**src/logic/ebhp_pkg.sv**
```systemverilog
// Purpose: Shared constants and types of the external bus hold/priority unit.
// Assumes: 24-bit address space split in 16 blocks of 1 Mbyte.
// Notes:   Region bases are overridable defaults.
package ebhp_pkg;

   // ****************************************************************
   // Address map
   // ****************************************************************
   localparam int          ADDR_W       = 24;
   localparam int          BLK_MSB      = 23;
   localparam int          BLK_LSB      = 20;
   localparam logic [3:0]  ROM_BLOCK    = 4'h0;
   localparam logic [3:0]  TOP_BLOCK    = 4'hF;
   localparam logic [23:0] RAM_BASE_DEF = 24'hFFC000;
   localparam logic [23:0] PER_BASE_DEF = 24'hFFF000;
   localparam logic [23:0] HALF_STEP    = 24'h000002;

   // ****************************************************************
   // Idle-cycle control field layout
   // ****************************************************************
   localparam int          IDLE_CTL_W   = 16;
   localparam logic [15:0] IDLE_ODD_MSK = 16'hAAAA;

   // ****************************************************************
   // Access sizes, requesters and fetch filler
   // ****************************************************************
   localparam logic [1:0]  SZ_BYTE      = 2'h0;
   localparam logic [1:0]  SZ_HALF      = 2'h1;
   localparam logic [1:0]  SZ_WORD      = 2'h2;
   localparam logic [1:0]  SRC_DAT      = 2'h0;
   localparam logic [1:0]  SRC_BRF      = 2'h1;
   localparam logic [1:0]  SRC_SQF      = 2'h2;
   localparam logic [15:0] NOP_DEF      = 16'h0000;

   // ****************************************************************
   // Bus phase of the controller
   // ****************************************************************
   typedef enum logic [2:0] {
      ST_IDLE,
      ST_T1,
      ST_T2,
      ST_T3,
      ST_TI,
      ST_HOLD
   } ebhp_state_t;

endpackage

```
**src/logic/ebhp_phase_if.sv**
```systemverilog
// Purpose: Carries the bus phase from the sequencer to the pin driver.
// Assumes: Single clock domain; all fields but style come from sequencer flip-flops.
// Notes:   Purely combinational consumer on the pin side.
`timescale 1ns/10ps
interface ebhp_phase_if;
   import ebhp_pkg::*;
   ebhp_state_t  phase;
   logic [23:0]  addr;
   logic [15:0]  wdata;
   logic         write;
   logic [1:0]   lanes;
   logic         style;

   modport ctl (output phase, addr, wdata, write, lanes, style);
   modport pin (input  phase, addr, wdata, write, lanes, style);
endinterface

```
**src/logic/ebhp_pins.sv**
```systemverilog
// Purpose: Turns the bus phase into address/data and strobe pin levels.
// Assumes: Phase fields except style are registered in the sequencer.
// Notes:   Output enables are high while the pin is driven.
`timescale 1ns/10ps
module ebhp_pins (
   // Phase from sequencer
   ebhp_phase_if.pin        bus,
   // Address/data lanes
   output logic [15:0]      o_ad,
   output logic             o_ad_oe,
   output logic [7:0]       o_addr_hi,
   // Strobes
   output logic             o_ctrl_oe,
   output logic             o_address_latch_strobe,
   output logic             o_data_strobe_n,
   output logic             o_rw,
   output logic             o_lower_byte_enable_n,
   output logic             o_upper_byte_enable_n,
   output logic             o_rd_n,
   output logic             o_write_low_strobe_n,
   output logic             o_write_high_strobe_n
);
   import ebhp_pkg::*;

   logic in_cyc;
   logic active;

   assign in_cyc = (bus.phase == ST_T1) || active;
   assign active = (bus.phase == ST_T2) || (bus.phase == ST_T3);

   always_comb begin
      o_addr_hi              = bus.addr[23:16];
      // Released while the other master owns the bus.
      o_ctrl_oe              = (bus.phase != ST_HOLD);
      o_ad_oe                = o_ctrl_oe &&
                               ((bus.phase == ST_T1) ||
                                (active && bus.write));
      o_ad                   = (bus.phase == ST_T1) ? bus.addr[15:0]
                                                    : bus.wdata;
      o_address_latch_strobe = (bus.phase == ST_T1);
      o_upper_byte_enable_n  = !(in_cyc && bus.lanes[1]);
      o_data_strobe_n        = 1'b1;
      // Direction rests high outside writes, also just before hold.
      o_rw                   = 1'b1;
      o_lower_byte_enable_n  = 1'b1;
      o_rd_n                 = 1'b1;
      o_write_low_strobe_n   = 1'b1;
      o_write_high_strobe_n  = 1'b1;
      if (!bus.style) begin
         o_data_strobe_n       = !active;
         o_rw                  = !(in_cyc && bus.write);
         o_lower_byte_enable_n = !(in_cyc && bus.lanes[0]);
      end else begin
         o_rd_n                = !(active && !bus.write);
         o_write_low_strobe_n  = !(active && bus.write && bus.lanes[0]);
         o_write_high_strobe_n = !(active && bus.write && bus.lanes[1]);
      end
   end
endmodule // ebhp_pins

```
**src/logic/ebhp_region.sv**
```systemverilog
// Purpose: Classifies an address and looks up its idle-state setting.
// Assumes: Internal RAM and peripheral area both lie in the top block.
// Notes:   Pure decode; no state.
`timescale 1ns/10ps
module ebhp_region #(
   parameter logic [23:0] RAM_BASE = ebhp_pkg::RAM_BASE_DEF,
   parameter logic [23:0] PER_BASE = ebhp_pkg::PER_BASE_DEF
) (
   // Address and idle control
   input  wire logic [23:0] i_addr,
   input  wire logic [15:0] i_idle_ctl,
   // Classification
   output logic             o_internal,
   output logic             o_periph,
   output logic             o_idle_en
);
   import ebhp_pkg::*;

   logic [3:0]  blk;
   logic [15:0] ctl_odd;
   logic        in_ram;

   assign blk     = i_addr[BLK_MSB:BLK_LSB];
   // Even bits are ignored.
   assign ctl_odd = i_idle_ctl & IDLE_ODD_MSK;
   assign in_ram  = (i_addr >= RAM_BASE) && (i_addr < PER_BASE);
   assign o_periph   = (i_addr >= PER_BASE);
   assign o_internal = (blk == ROM_BLOCK) || in_ram || o_periph;

   always_comb begin
      o_idle_en = ctl_odd[{blk[3:1], 1'b1}];
      if (blk == ROM_BLOCK) begin
         o_idle_en = 1'b0;
      end
      if (in_ram || o_periph) begin
         o_idle_en = 1'b0;
      end
   end
endmodule // ebhp_region

```
**src/logic/ebhp_top.sv**
```systemverilog
// Purpose: External bus sequencer with bus hold and cycle priority.
// Assumes: Requesters hold a request until its done pulse, then drop it.
// Notes:   Internal regions are answered at once with no external cycle.
//
// What this block does
// - No idle state ever for ROM block zero.
// - No idle state for internal RAM, peripherals.
// - Hold pins work only when enabled.
// - Low hold request floats bus and strobes.
// - High request ends hold, pins driven again.
// - During hold, stall only at external access.
// - Hold acknowledge low for whole hold period.
// - No hold between read-modify-write halves.
// - Clock stop mode never enters hold.
// - Halt mode grants hold at once, returns.
// - Two strobe styles chosen by configuration bit.
// - Unused byte lane carries don't-care data.
// - Request high at sample point means no hold.
// - Direction line may pulse high before hold.
// - Priority: hold, data, branch, sequential fetch.
// - Fetch may slip between read-modify-write halves.
// - Word halves back to back; only an idle state may sit between.
// - Peripheral-area fetch returns no-operation code.
// - No prefetch into peripheral area from RAM.
// - Data halfword and word addresses forced aligned.
// - Data access never crosses block boundary.
// - Word: low halfword first, high second.
`timescale 1ns/10ps
module ebhp_top #(
   parameter logic [23:0] RAM_BASE = ebhp_pkg::RAM_BASE_DEF,
   parameter logic [23:0] PER_BASE = ebhp_pkg::PER_BASE_DEF,
   parameter logic [15:0] NOP_CODE = ebhp_pkg::NOP_DEF
) (
   // Clock and reset
   input  wire logic        i_mclk,
   input  wire logic        i_rstn,
   // Configuration
   input  wire logic        i_hold_pins_enable,
   input  wire logic        i_strobe_style_select,
   input  wire logic [15:0] i_idle_cycle_ctrl_reg,
   // Power state
   input  wire logic        i_halt_mode,
   input  wire logic        i_clock_stop_mode,
   // Operand data requests
   input  wire logic        i_dat_req,
   input  wire logic [23:0] i_dat_addr,
   input  wire logic [1:0]  i_dat_size,
   input  wire logic        i_dat_write,
   input  wire logic        i_dat_rmw,
   input  wire logic [31:0] i_dat_wdata,
   output logic             o_dat_done,
   output logic [31:0]      o_dat_rdata,
   // Instruction fetch requests
   input  wire logic        i_brf_req,
   input  wire logic [23:0] i_brf_addr,
   input  wire logic        i_sqf_req,
   input  wire logic [23:0] i_sqf_addr,
   output logic             o_brf_done,
   output logic             o_sqf_done,
   output logic [15:0]      o_fetch_data,
   output logic             o_ext_stall,
   // Address/data bus
   input  wire logic [15:0] i_ad,
   output logic [15:0]      o_ad,
   output logic             o_ad_oe,
   output logic [7:0]       o_addr_hi,
   // Strobes
   output logic             o_ctrl_oe,
   output logic             o_address_latch_strobe,
   output logic             o_data_strobe_n,
   output logic             o_rw,
   output logic             o_lower_byte_enable_n,
   output logic             o_upper_byte_enable_n,
   output logic             o_rd_n,
   output logic             o_write_low_strobe_n,
   output logic             o_write_high_strobe_n,
   // Bus hold
   input  wire logic        i_hold_request_n,
   output logic             o_hold_ack_n
);
   import ebhp_pkg::*;

   // ****************************************************************
   // Parameter checks
   // ****************************************************************
   generate
      if (RAM_BASE >= PER_BASE || RAM_BASE[BLK_MSB:BLK_LSB] != TOP_BLOCK)
      begin : g_bad_map
         $error("RAM and peripheral bases must sit ordered in top block");
      end
   endgenerate

   // ****************************************************************
   // State
   // ****************************************************************
   typedef struct packed {
      ebhp_state_t  st;
      logic [23:0]  addr;
      logic [31:0]  wdata;
      logic         wr;
      logic [1:0]   lanes;
      logic [1:0]   size;
      logic [1:0]   src;
      logic         half2;
      logic         more;
      logic         idle_en;
      logic         rmw;
      logic         rmw_lock;
      logic [31:0]  rdata;
      logic [15:0]  fdata;
      logic         dat_done;
      logic         brf_done;
      logic         sqf_done;
   } ebhp_core_t;

   ebhp_core_t s_r;
   ebhp_core_t s_nxt;

   // Aligning makes a straddling access impossible.
   function automatic logic [23:0] ebhp_align(input logic [23:0] a,
                                              input logic [1:0]  sz);
      logic [23:0] r;
      r = a;
      if (sz == SZ_HALF) begin
         r = {a[23:1], 1'b0};
      end else if (sz == SZ_WORD) begin
         r = {a[23:2], 2'b00};
      end
      return r;
   endfunction

   // ****************************************************************
   // Arbitration
   // ****************************************************************
   logic        hold_req;
   logic        busy_done;
   logic [1:0]  sel_src;
   logic        sel_any;
   logic [23:0] sel_addr;
   logic        reg_internal;
   logic        reg_periph;
   logic        reg_idle;

   // The request pin is ignored unless the hold pins are enabled.
   assign hold_req  = i_hold_pins_enable && !i_hold_request_n;
   assign busy_done = s_r.dat_done || s_r.brf_done || s_r.sqf_done;
   assign sel_any   = i_dat_req || i_brf_req || i_sqf_req;

   always_comb begin
      sel_src  = SRC_SQF;
      sel_addr = i_sqf_addr;
      if (i_dat_req) begin
         sel_src  = SRC_DAT;
         sel_addr = ebhp_align(i_dat_addr, i_dat_size);
      end else if (i_brf_req) begin
         sel_src  = SRC_BRF;
         sel_addr = i_brf_addr;
      end
   end

   ebhp_region #(
      .RAM_BASE (RAM_BASE),
      .PER_BASE (PER_BASE)
   ) u_region (
      .i_addr     (sel_addr),
      .i_idle_ctl (i_idle_cycle_ctrl_reg),
      .o_internal (reg_internal),
      .o_periph   (reg_periph),
      .o_idle_en  (reg_idle)
   );

   // ****************************************************************
   // Sequencer
   // ****************************************************************
   always_comb begin
      s_nxt          = s_r;
      s_nxt.dat_done = 1'b0;
      s_nxt.brf_done = 1'b0;
      s_nxt.sqf_done = 1'b0;
      case (s_r.st)
         ST_IDLE: begin
            // Hold is entered only here, between whole cycles.
            if (hold_req && !s_r.rmw_lock && !i_clock_stop_mode) begin
               s_nxt.st = ST_HOLD;
            end else if (sel_any && !busy_done) begin
               s_nxt.src     = sel_src;
               s_nxt.addr    = sel_addr;
               s_nxt.idle_en = reg_idle;
               s_nxt.half2   = 1'b0;
               s_nxt.more    = 1'b0;
               s_nxt.wr      = 1'b0;
               s_nxt.lanes   = 2'b11;
               s_nxt.size    = SZ_HALF;
               s_nxt.rmw     = 1'b0;
               if (sel_src == SRC_DAT) begin
                  s_nxt.wr    = i_dat_write;
                  s_nxt.size  = i_dat_size;
                  s_nxt.rmw   = i_dat_rmw;
                  s_nxt.wdata = i_dat_wdata;
                  if (i_dat_size == SZ_BYTE) begin
                     s_nxt.lanes = sel_addr[0] ? 2'b10 : 2'b01;
                     // The idle lane just repeats the byte.
                     s_nxt.wdata = {16'h0000, i_dat_wdata[7:0],
                                    i_dat_wdata[7:0]};
                  end
               end
               if (reg_internal) begin
                  // Answered on chip, with no idle state.
                  s_nxt.dat_done = (sel_src == SRC_DAT);
                  s_nxt.brf_done = (sel_src == SRC_BRF);
                  s_nxt.sqf_done = (sel_src == SRC_SQF);
                  if (reg_periph) begin
                     s_nxt.fdata = NOP_CODE;
                  end
                  if (sel_src == SRC_DAT) begin
                     s_nxt.rdata = 32'h0000_0000;
                  end
               end else begin
                  s_nxt.st = ST_T1;
               end
            end
         end
         ST_T1: begin
            s_nxt.st = ST_T2;
         end
         ST_T2: begin
            s_nxt.st = ST_T3;
         end
         ST_T3: begin
            if (s_r.src != SRC_DAT) begin
               s_nxt.fdata = i_ad;
            end else if (s_r.size == SZ_BYTE) begin
               s_nxt.rdata = {24'h000000,
                              s_r.addr[0] ? i_ad[15:8] : i_ad[7:0]};
            end else if (s_r.size == SZ_HALF) begin
               s_nxt.rdata = {16'h0000, i_ad};
            end else if (!s_r.half2) begin
               s_nxt.rdata[15:0] = i_ad;
            end else begin
               s_nxt.rdata[31:16] = i_ad;
            end
            if (s_r.src == SRC_DAT && s_r.size == SZ_WORD && !s_r.half2)
            begin
               // Second half goes straight on; hold and fetch wait.
               s_nxt.half2 = 1'b1;
               s_nxt.addr  = s_r.addr + HALF_STEP;
               s_nxt.more  = s_r.idle_en;
               s_nxt.st    = s_r.idle_en ? ST_TI : ST_T1;
            end else begin
               s_nxt.dat_done = (s_r.src == SRC_DAT);
               s_nxt.brf_done = (s_r.src == SRC_BRF);
               s_nxt.sqf_done = (s_r.src == SRC_SQF);
               if (s_r.src == SRC_DAT) begin
                  // A fetch may still run while the lock holds.
                  s_nxt.rmw_lock = s_r.rmw && !s_r.wr;
               end
               s_nxt.st = s_r.idle_en ? ST_TI : ST_IDLE;
            end
         end
         ST_TI: begin
            s_nxt.more = 1'b0;
            s_nxt.st   = s_r.more ? ST_T1 : ST_IDLE;
         end
         ST_HOLD: begin
            if (!hold_req) begin
               s_nxt.st = ST_IDLE;
            end else if (sel_any && !busy_done && reg_internal) begin
               // Internal work runs on; only external cycles wait.
               s_nxt.dat_done = (sel_src == SRC_DAT);
               s_nxt.brf_done = (sel_src == SRC_BRF);
               s_nxt.sqf_done = (sel_src == SRC_SQF);
               s_nxt.fdata    = reg_periph ? NOP_CODE : s_r.fdata;
            end
         end
         default: begin
            s_nxt.st = ST_IDLE;
         end
      endcase
   end

   always_ff @(posedge i_mclk) begin
      if (!i_rstn) begin
         s_r <= '0;
      end else begin
         s_r <= s_nxt;
      end
   end

   // ****************************************************************
   // Outputs
   // ****************************************************************
   ebhp_phase_if bus ();

   assign bus.phase = s_r.st;
   assign bus.addr  = s_r.addr;
   assign bus.wdata = s_r.half2 ? s_r.wdata[31:16] : s_r.wdata[15:0];
   assign bus.write = s_r.wr;
   assign bus.lanes = s_r.lanes;
   assign bus.style = i_strobe_style_select;

   assign o_hold_ack_n = (s_r.st != ST_HOLD);
   assign o_dat_done   = s_r.dat_done;
   assign o_brf_done   = s_r.brf_done;
   assign o_sqf_done   = s_r.sqf_done;
   assign o_dat_rdata  = s_r.rdata;
   assign o_fetch_data = s_r.fdata;
   assign o_ext_stall  = (s_r.st == ST_HOLD) && sel_any && !reg_internal;

   ebhp_pins u_pins (
      .bus                    (bus),
      .o_ad                   (o_ad),
      .o_ad_oe                (o_ad_oe),
      .o_addr_hi              (o_addr_hi),
      .o_ctrl_oe              (o_ctrl_oe),
      .o_address_latch_strobe (o_address_latch_strobe),
      .o_data_strobe_n        (o_data_strobe_n),
      .o_rw                   (o_rw),
      .o_lower_byte_enable_n  (o_lower_byte_enable_n),
      .o_upper_byte_enable_n  (o_upper_byte_enable_n),
      .o_rd_n                 (o_rd_n),
      .o_write_low_strobe_n   (o_write_low_strobe_n),
      .o_write_high_strobe_n  (o_write_high_strobe_n)
   );

endmodule // ebhp_top

```
**config.mk**
```make
export PLATFORM = sky130hd
export DESIGN_NAME = ebhp_top
export DESIGN_NICKNAME = d
export VERILOG_FILES = /design/src/logic/ebhp_pkg.sv /design/src/logic/ebhp_phase_if.sv /design/src/logic/ebhp_pins.sv /design/src/logic/ebhp_region.sv /design/src/logic/ebhp_top.sv
export SDC_FILE = /design/constraint.sdc
export NUM_CORES = 1
export LEC_CHECK = 0
export ABC_AREA = 0
export BUFFER_PORTS_ARGS = -buffer_cell sky130_fd_sc_hd__buf_2
export CORE_MARGIN = 3
export CORE_UTILIZATION = 40
export CTS_CLUSTER_SIZE = 30
export DETAILED_ROUTE_END_ITERATION = 16
export GPL_TIMING_DRIVEN = 0
export HOLD_SLACK_MARGIN = 0.1
export PLACE_DENSITY = 0.68
export SLEW_MARGIN = 40
export SYNTH_ARGS = -nofsm -noshare
export SYNTH_HDL_FRONTEND = slang
export SYNTH_SLANG_ARGS = --single-unit
```
**constraint.sdc**
```tcl
create_clock -name i_mclk -period 2.53 [get_ports i_mclk]
set_clock_uncertainty 0.1 [all_clocks]
set_input_delay 0.6325 -clock i_mclk [delete_from_list [all_inputs] [get_ports i_mclk]]
set_output_delay 0.6325 -clock i_mclk [all_outputs]
set_load 0.01 [all_outputs]
```
== After elaboration in Yosys (flattened, before gate mapping) ==
Cells that the tools add are included.
Operators by class
  $add $sub $neg: 1
  multipliers: 0
  div/mod/pow operators: 0
  $lt $le $gt $ge: 4
  equality and inequality tests: 28
  shifts and indexed selects: 0
  mux-type cells: 55
  bitwise operators: 2
  reduce and logical (&&, ||, !) cells: 62
Operators by type and width (number)
  $mux W32: 5
  $mux W51: 3
  $mux W16: 6
  $mux W24: 3
  $mux W70: 1
  $mux W67: 1
  $pmux W32 S2: 1
  $pmux W19 S3: 1
  $ge A24 B24 Y1 const B: 2
  $pmux W24 S2: 1
  $mux W19: 2
  $mux W37: 1
  $add A24 B2 Y24 const B: 1
  $lt A24 B24 Y1 const B: 1
  $mux W3: 7
  $reduce_and A7 Y1: 3
  $ne A2 B2 Y1 const B: 10
  $logic_and A1 B1 Y1: 19
  $pmux W3 S6: 1
  $logic_not A1 Y1: 14
  $mux W2: 7
  $reduce_and A4 Y1: 3
  $mux W1: 11
  $logic_or A1 B1 Y1: 10
  19 further kinds: 38
Storage, ports and cells
  register bits: 122
  bits in latches: 0
  RAM bits: 0
  bits in read-only memories: 0
  word-level logic and storage cells: 170
  memories kept: 0

== Depth between registers and ports, before layout ==
  depth after elaboration: 12
  gate-level depth with buffers: 11
  mapped depth without buffers: 8

== By module ==
A second synthesis with hierarchy kept.
Unflattened totals
  cells, all modules: 869
  area, all modules: 7073.0 um^2
Modules (own cells, without submodules)
  ebhp_top: times used 1, cells each 820, area each 6562.5 um^2, sequential area each 2442.3 um^2
  ebhp_pins: times used 1, cells each 38, area each 402.9 um^2, sequential area each 0.0 um^2
  ebhp_region: times used 1, cells each 11, area each 107.6 um^2, sequential area each 0.0 um^2

== Worst setup path before layout ==
Ideal clock, no wire load.
  kind: input to output
  from: in i_brf_req
  to: out o_ext_stall
  data arrival time: 2.149 ns
  required time: 1.798 ns
  slack: -0.352 ns
  stages on the path: 7
  buffers on the path: 2
  cells stage by stage: buf_6 -> buf_6 -> mux2_4 -> mux2i_1 -> nor2_1 -> a31oi_1 -> nor3b_1
Between the ends
  cells in the longest elaborated chain, start to end: 8
  elaborated cells between the ends (all ways): 14
  classes of those cells: 3 x order compare; 2 x mux; 9 x reduce/logical
RTL lines
  start, declared: line ebhp_top.sv:54  | input wire logic i_brf_req,
  $mux W24: line ebhp_top.sv:155  | end else if (i_brf_req) begin
  $mux W24: line ebhp_top.sv:152  | if (i_dat_req) begin
  $ge A24 B24 Y1 / $lt A24 B24 Y1 (equally long branches): line ebhp_region.sv:26  | assign in_ram = (i_addr >= RAM_BASE) && (i_addr < PER_BASE);
  $logic_and A1 B1 Y1: line ebhp_region.sv:26
  $logic_or A1 B1 Y1 (2 in a row): line ebhp_region.sv:28  | assign o_internal = (blk == ROM_BLOCK) || in_ram || o_periph;
  $logic_not A1 Y1: line ebhp_top.sv:307  | assign o_ext_stall = (s_r.st == ST_HOLD) && sel_any && !reg_internal;
  $logic_and A1 B1 Y1 *: line ebhp_top.sv:307
  end, declared: line ebhp_top.sv:61  | output logic o_ext_stall,
Every way passes the cells marked *; elsewhere a longest branch is shown, timed or not.

== Worst setup path after layout ==
Ends and elaborated chain as after synthesis.

==> out/metrics.csv <==
metric,value,unit
fin. max-slew vios,0,
Sw Ratio,32.3,%
vias post-DR,7647,
combinational share of power,30.3,%
IO Port Bufs,225,
sequential cell area fraction in the yosys report,34.1,%
CTS tree,done,
Ports,237,
top post-synthesis cells by count,"160 x nand2_1, 122 x dfxtp_1, 61 x nand3_1",
DRT Pass-1 Iters,5,
Final Hold Viols,0,
"Critical Path, Cell by Cell","buf_12, buf_12, mux2_4, mux2i_4, nor4_4, a31oi_4, nor3b_4, buf_2",
max_cap viols,0,
Worst-Skew Late Latency,420,ps
Max Root-Sink Buffers,2,
Worst setup EP type,output pin,
ratio of cells with drive above 1 in the final layout,39.0,%
CTS Sinks,122,
Hold WS,349,ps
Register-to-Register Path Depth,8,
Initial Utilization,41.1,%
Syn Inst Count,891,
Fin Setup TNS,-1700,ps
clock slew at reported path FFs,50,ps
CP max stage delay,300,ps
DR vias/cell,5.43,
NumNets Final,1321,
placed wire-length estimate,18000,um
layout filler cell count,1624,
Critical Path RT,1800,ps
crit path time final,2780,ps
final non-filler cell total,1409,
CTS Buf Count,17,
RSZ-0062 raised after global routing,yes,
H-tree depth,4,
drt total wl,25200,um
Reg power frac,33.0,%
VDD IR max,0.533,mV
Fmax,359,MHz
drt drc,0,
worst min path class,flop to flop,
"critical path fanouts, max",5,
Worst setup SP type,primary input,
Area Overhead vs Synth,42.3,%
setup violators final,19,
crit-path most repeated cell,buf_12,
CP startpoint,i_brf_req,
area share of the largest cell type after synthesis,34.1,%
Worst R2R Start,bus.phase[2]$_SDFFE_PN0P_,
Inst Count DP,1341,
Synth area leader,dfxtp_1,
R2R Path End,o_dat_rdata[4]$_SDFFE_PN0P_,
Syn Std Cell Area,0.00716,sq mm
ys flop type,dfxtp_1,
DR iter-0 viols,604,
Worst path slowest cell,mux2_4,
die width,140,um
unique cell type count in the Yosys netlist,59,
vias in the first global route,7085,
Global Route Usage Sum,24.5,%
initial antenna violation count,4,
most common cell in the synthesized netlist,nand2_1,
worst setup path class,primary input to output pin,
"worst slack, placed",-648,ps
first-pass GRT wire length,38100,um
Clk pwr share,36.7,%
Reg2Reg Setup Slack,70,ps
Post-synth EDFFs,0,
run status,"complete, but fails checks",
Leakage,4.47,nW
Routed WL per cell,17.9,um
Die Area,0.0195,sq mm
fin crit share,110,%
"flops & latches, synth",122,
synth warn,0,
WP data arrival,2050,ps
main area contributors after synthesis,"dfxtp_1 34%, nand2_1 8.4%, mux2i_1 7.7%",
violated checks,setup timing,
Net Sw Power,2.23,mW
CTS Hold Bufs,0,
Post-Syn Nets,1042,
power per cell area,677,mW/mm^2
Worst Slack Setup Final,-253,ps
Worst setup endpoint,o_ext_stall,
"Avg Cell Area, Syn",8.03,sq um
Int Power,4.67,mW
worst-margin pin slew,753,ps
gr ovfl total,0,
Root Buffer,clkbuf_16,
relative slew slack,49.6,%
DRT antenna net count,0,
total core area,0.0174,sq mm
ys async rst share,0,%
Die H,140,um
RD Place Congestion,0.902,
FP Rows,48,
largest net degree at the start of global routing,17,
## registers in the layout, summed over array words and instances (netlist names)
| name | flops |
|---|---|
| bus.addr | 24 |
| bus.lanes | 2 |
| bus.phase | 3 |
| bus.write | 1 |
| o_brf_done | 1 |
| o_dat_done | 1 |
| o_dat_rdata | 32 |
| o_fetch_data | 16 |
| o_sqf_done | 1 |
| s_r | 41 |
## power by group through the flow
stage                     sequential (mW)  combinational [mW]  clock [mW]
after floorplan                      2.23                1.16           0
after global placement               2.28                1.71           0
after detailed placement             2.28                1.73           0
after CTS                            2.26                1.96        2.54
after global routing                 2.30                2.26        2.63
final                                2.28                2.09        2.53
## through the flow
step / util (%) / instance area (sq um) / total power, mW
global route: 58.5 / 10200 / 7.19
global placement: 49.6 / 8640 / 3.99
detailed placement: 49.6 / 8640 / 4.01
CTS: 56.2 / 9780 / 6.77
floorplan: - / 7230 / 3.39
finish: 58.5 / 10200 / 6.90
## layer usage
layer / GRT usage, % / share of wire [%] / vias to the layer above
li1: - / - / 3668
met1: 33.1 / 44 / 3608
met2: 38.7 / 46 / 314
met3: 5.53 / 7.6 / 51
met4: 8.21 / 2.2 / 6
met5: 0 / 0.13 / -
## repair_timing
item / 4_1_cts / 5_1_grt
gates cloned: 3 / 4
endpoints found under the setup margin: 94 / 91
setup buffers: 23 / 9
pin swaps: 6 / 16
resized for setup: 77 / 82
## final cells by class
type | instances | area (sq um) | share of cell area [%]
clock buffer | 25 | 495 | 4.86
multi-input combinational | 642 | 4450 | 43.7
tap | 225 | 282 | 2.76
buffer | 122 | 838 | 8.23
inverter | 1 | 3.75 | 0.0369
clock inverter | 7 | 113 | 1.11
sequential | 122 | 2450 | 24.0
timing repair buffer | 264 | 1550 | 15.2
antenna | 1 | 2.50 | 0.0246
## worst min-delay path by stage
stage	startpoint	endpoint	slack, ps	depth (start not counted)
after detailed placement	o_dat_rdata[21]$_SDFFE_PN0P_	o_dat_rdata[21]$_SDFFE_PN0P_	360	2
after global routing	o_dat_rdata[30]$_SDFFE_PN0P_	o_dat_rdata[30]$_SDFFE_PN0P_	370	2
final	o_dat_rdata[21]$_SDFFE_PN0P_	o_dat_rdata[21]$_SDFFE_PN0P_	350	2
after CTS	s_r[93]$_SDFFE_PN0P_	s_r[93]$_SDFFE_PN0P_	360	2
after global placement	s_r[92]$_SDFFE_PN0P_	s_r[92]$_SDFFE_PN0P_	350	2
after floorplan	s_r[52]$_SDFFE_PN0P_	s_r[52]$_SDFFE_PN0P_	340	2
## layout by cell type, fill, tap and decap left out, drive strengths merged, types with 2 or more instances in the layout
cell type  netlist  layout
bufinv           0       3
and2             5       5
xor2             2       2
o32ai           11      11
a21boi          62      62
o211a           18      18
clkbuf          47      74
a31oi            9       9
a21o             4       4
or3              2       2
a21oi           34      34
or2              3       3
nand3b           7       7
nor2            41      41
buf             79     337
o22ai           24      24
nand4            9       9
clkinv           0       3
mux2i           56      56
a221oi           2       2
o221ai           2       2
nand2          161     161
a22oi            8       8
nand2b          10      10
nand3           61      61
dfxtp          122     122
and3             7       7
mux2            11      11
o21ai           36      36
mux4             2       2
nor3b            3       3
and4             2       2
nor4             5       5
nor3             8       8
nor2b           25      25
## worst max-delay path: cells and delay by family
family          cells  cell delay, ps
compound gates      1             190
buf+inv             3             400
mux                 2             530
simple gates        2             290
## cell families after synthesis
group | after synthesis | share of synthesized area (%)
AND/OR/NAND/NOR | 353 | 23.3
adder cells (fa/ha/maj) | 1 | 0.175
AO/OA/AOI/OAI | 217 | 21.1
multiplexers | 69 | 10.5
flip-flops | 122 | 34.1
buffers and inverters | 127 | 10.5
XOR/XNOR | 2 | 0.245
(Power assumes the default switching activity.)
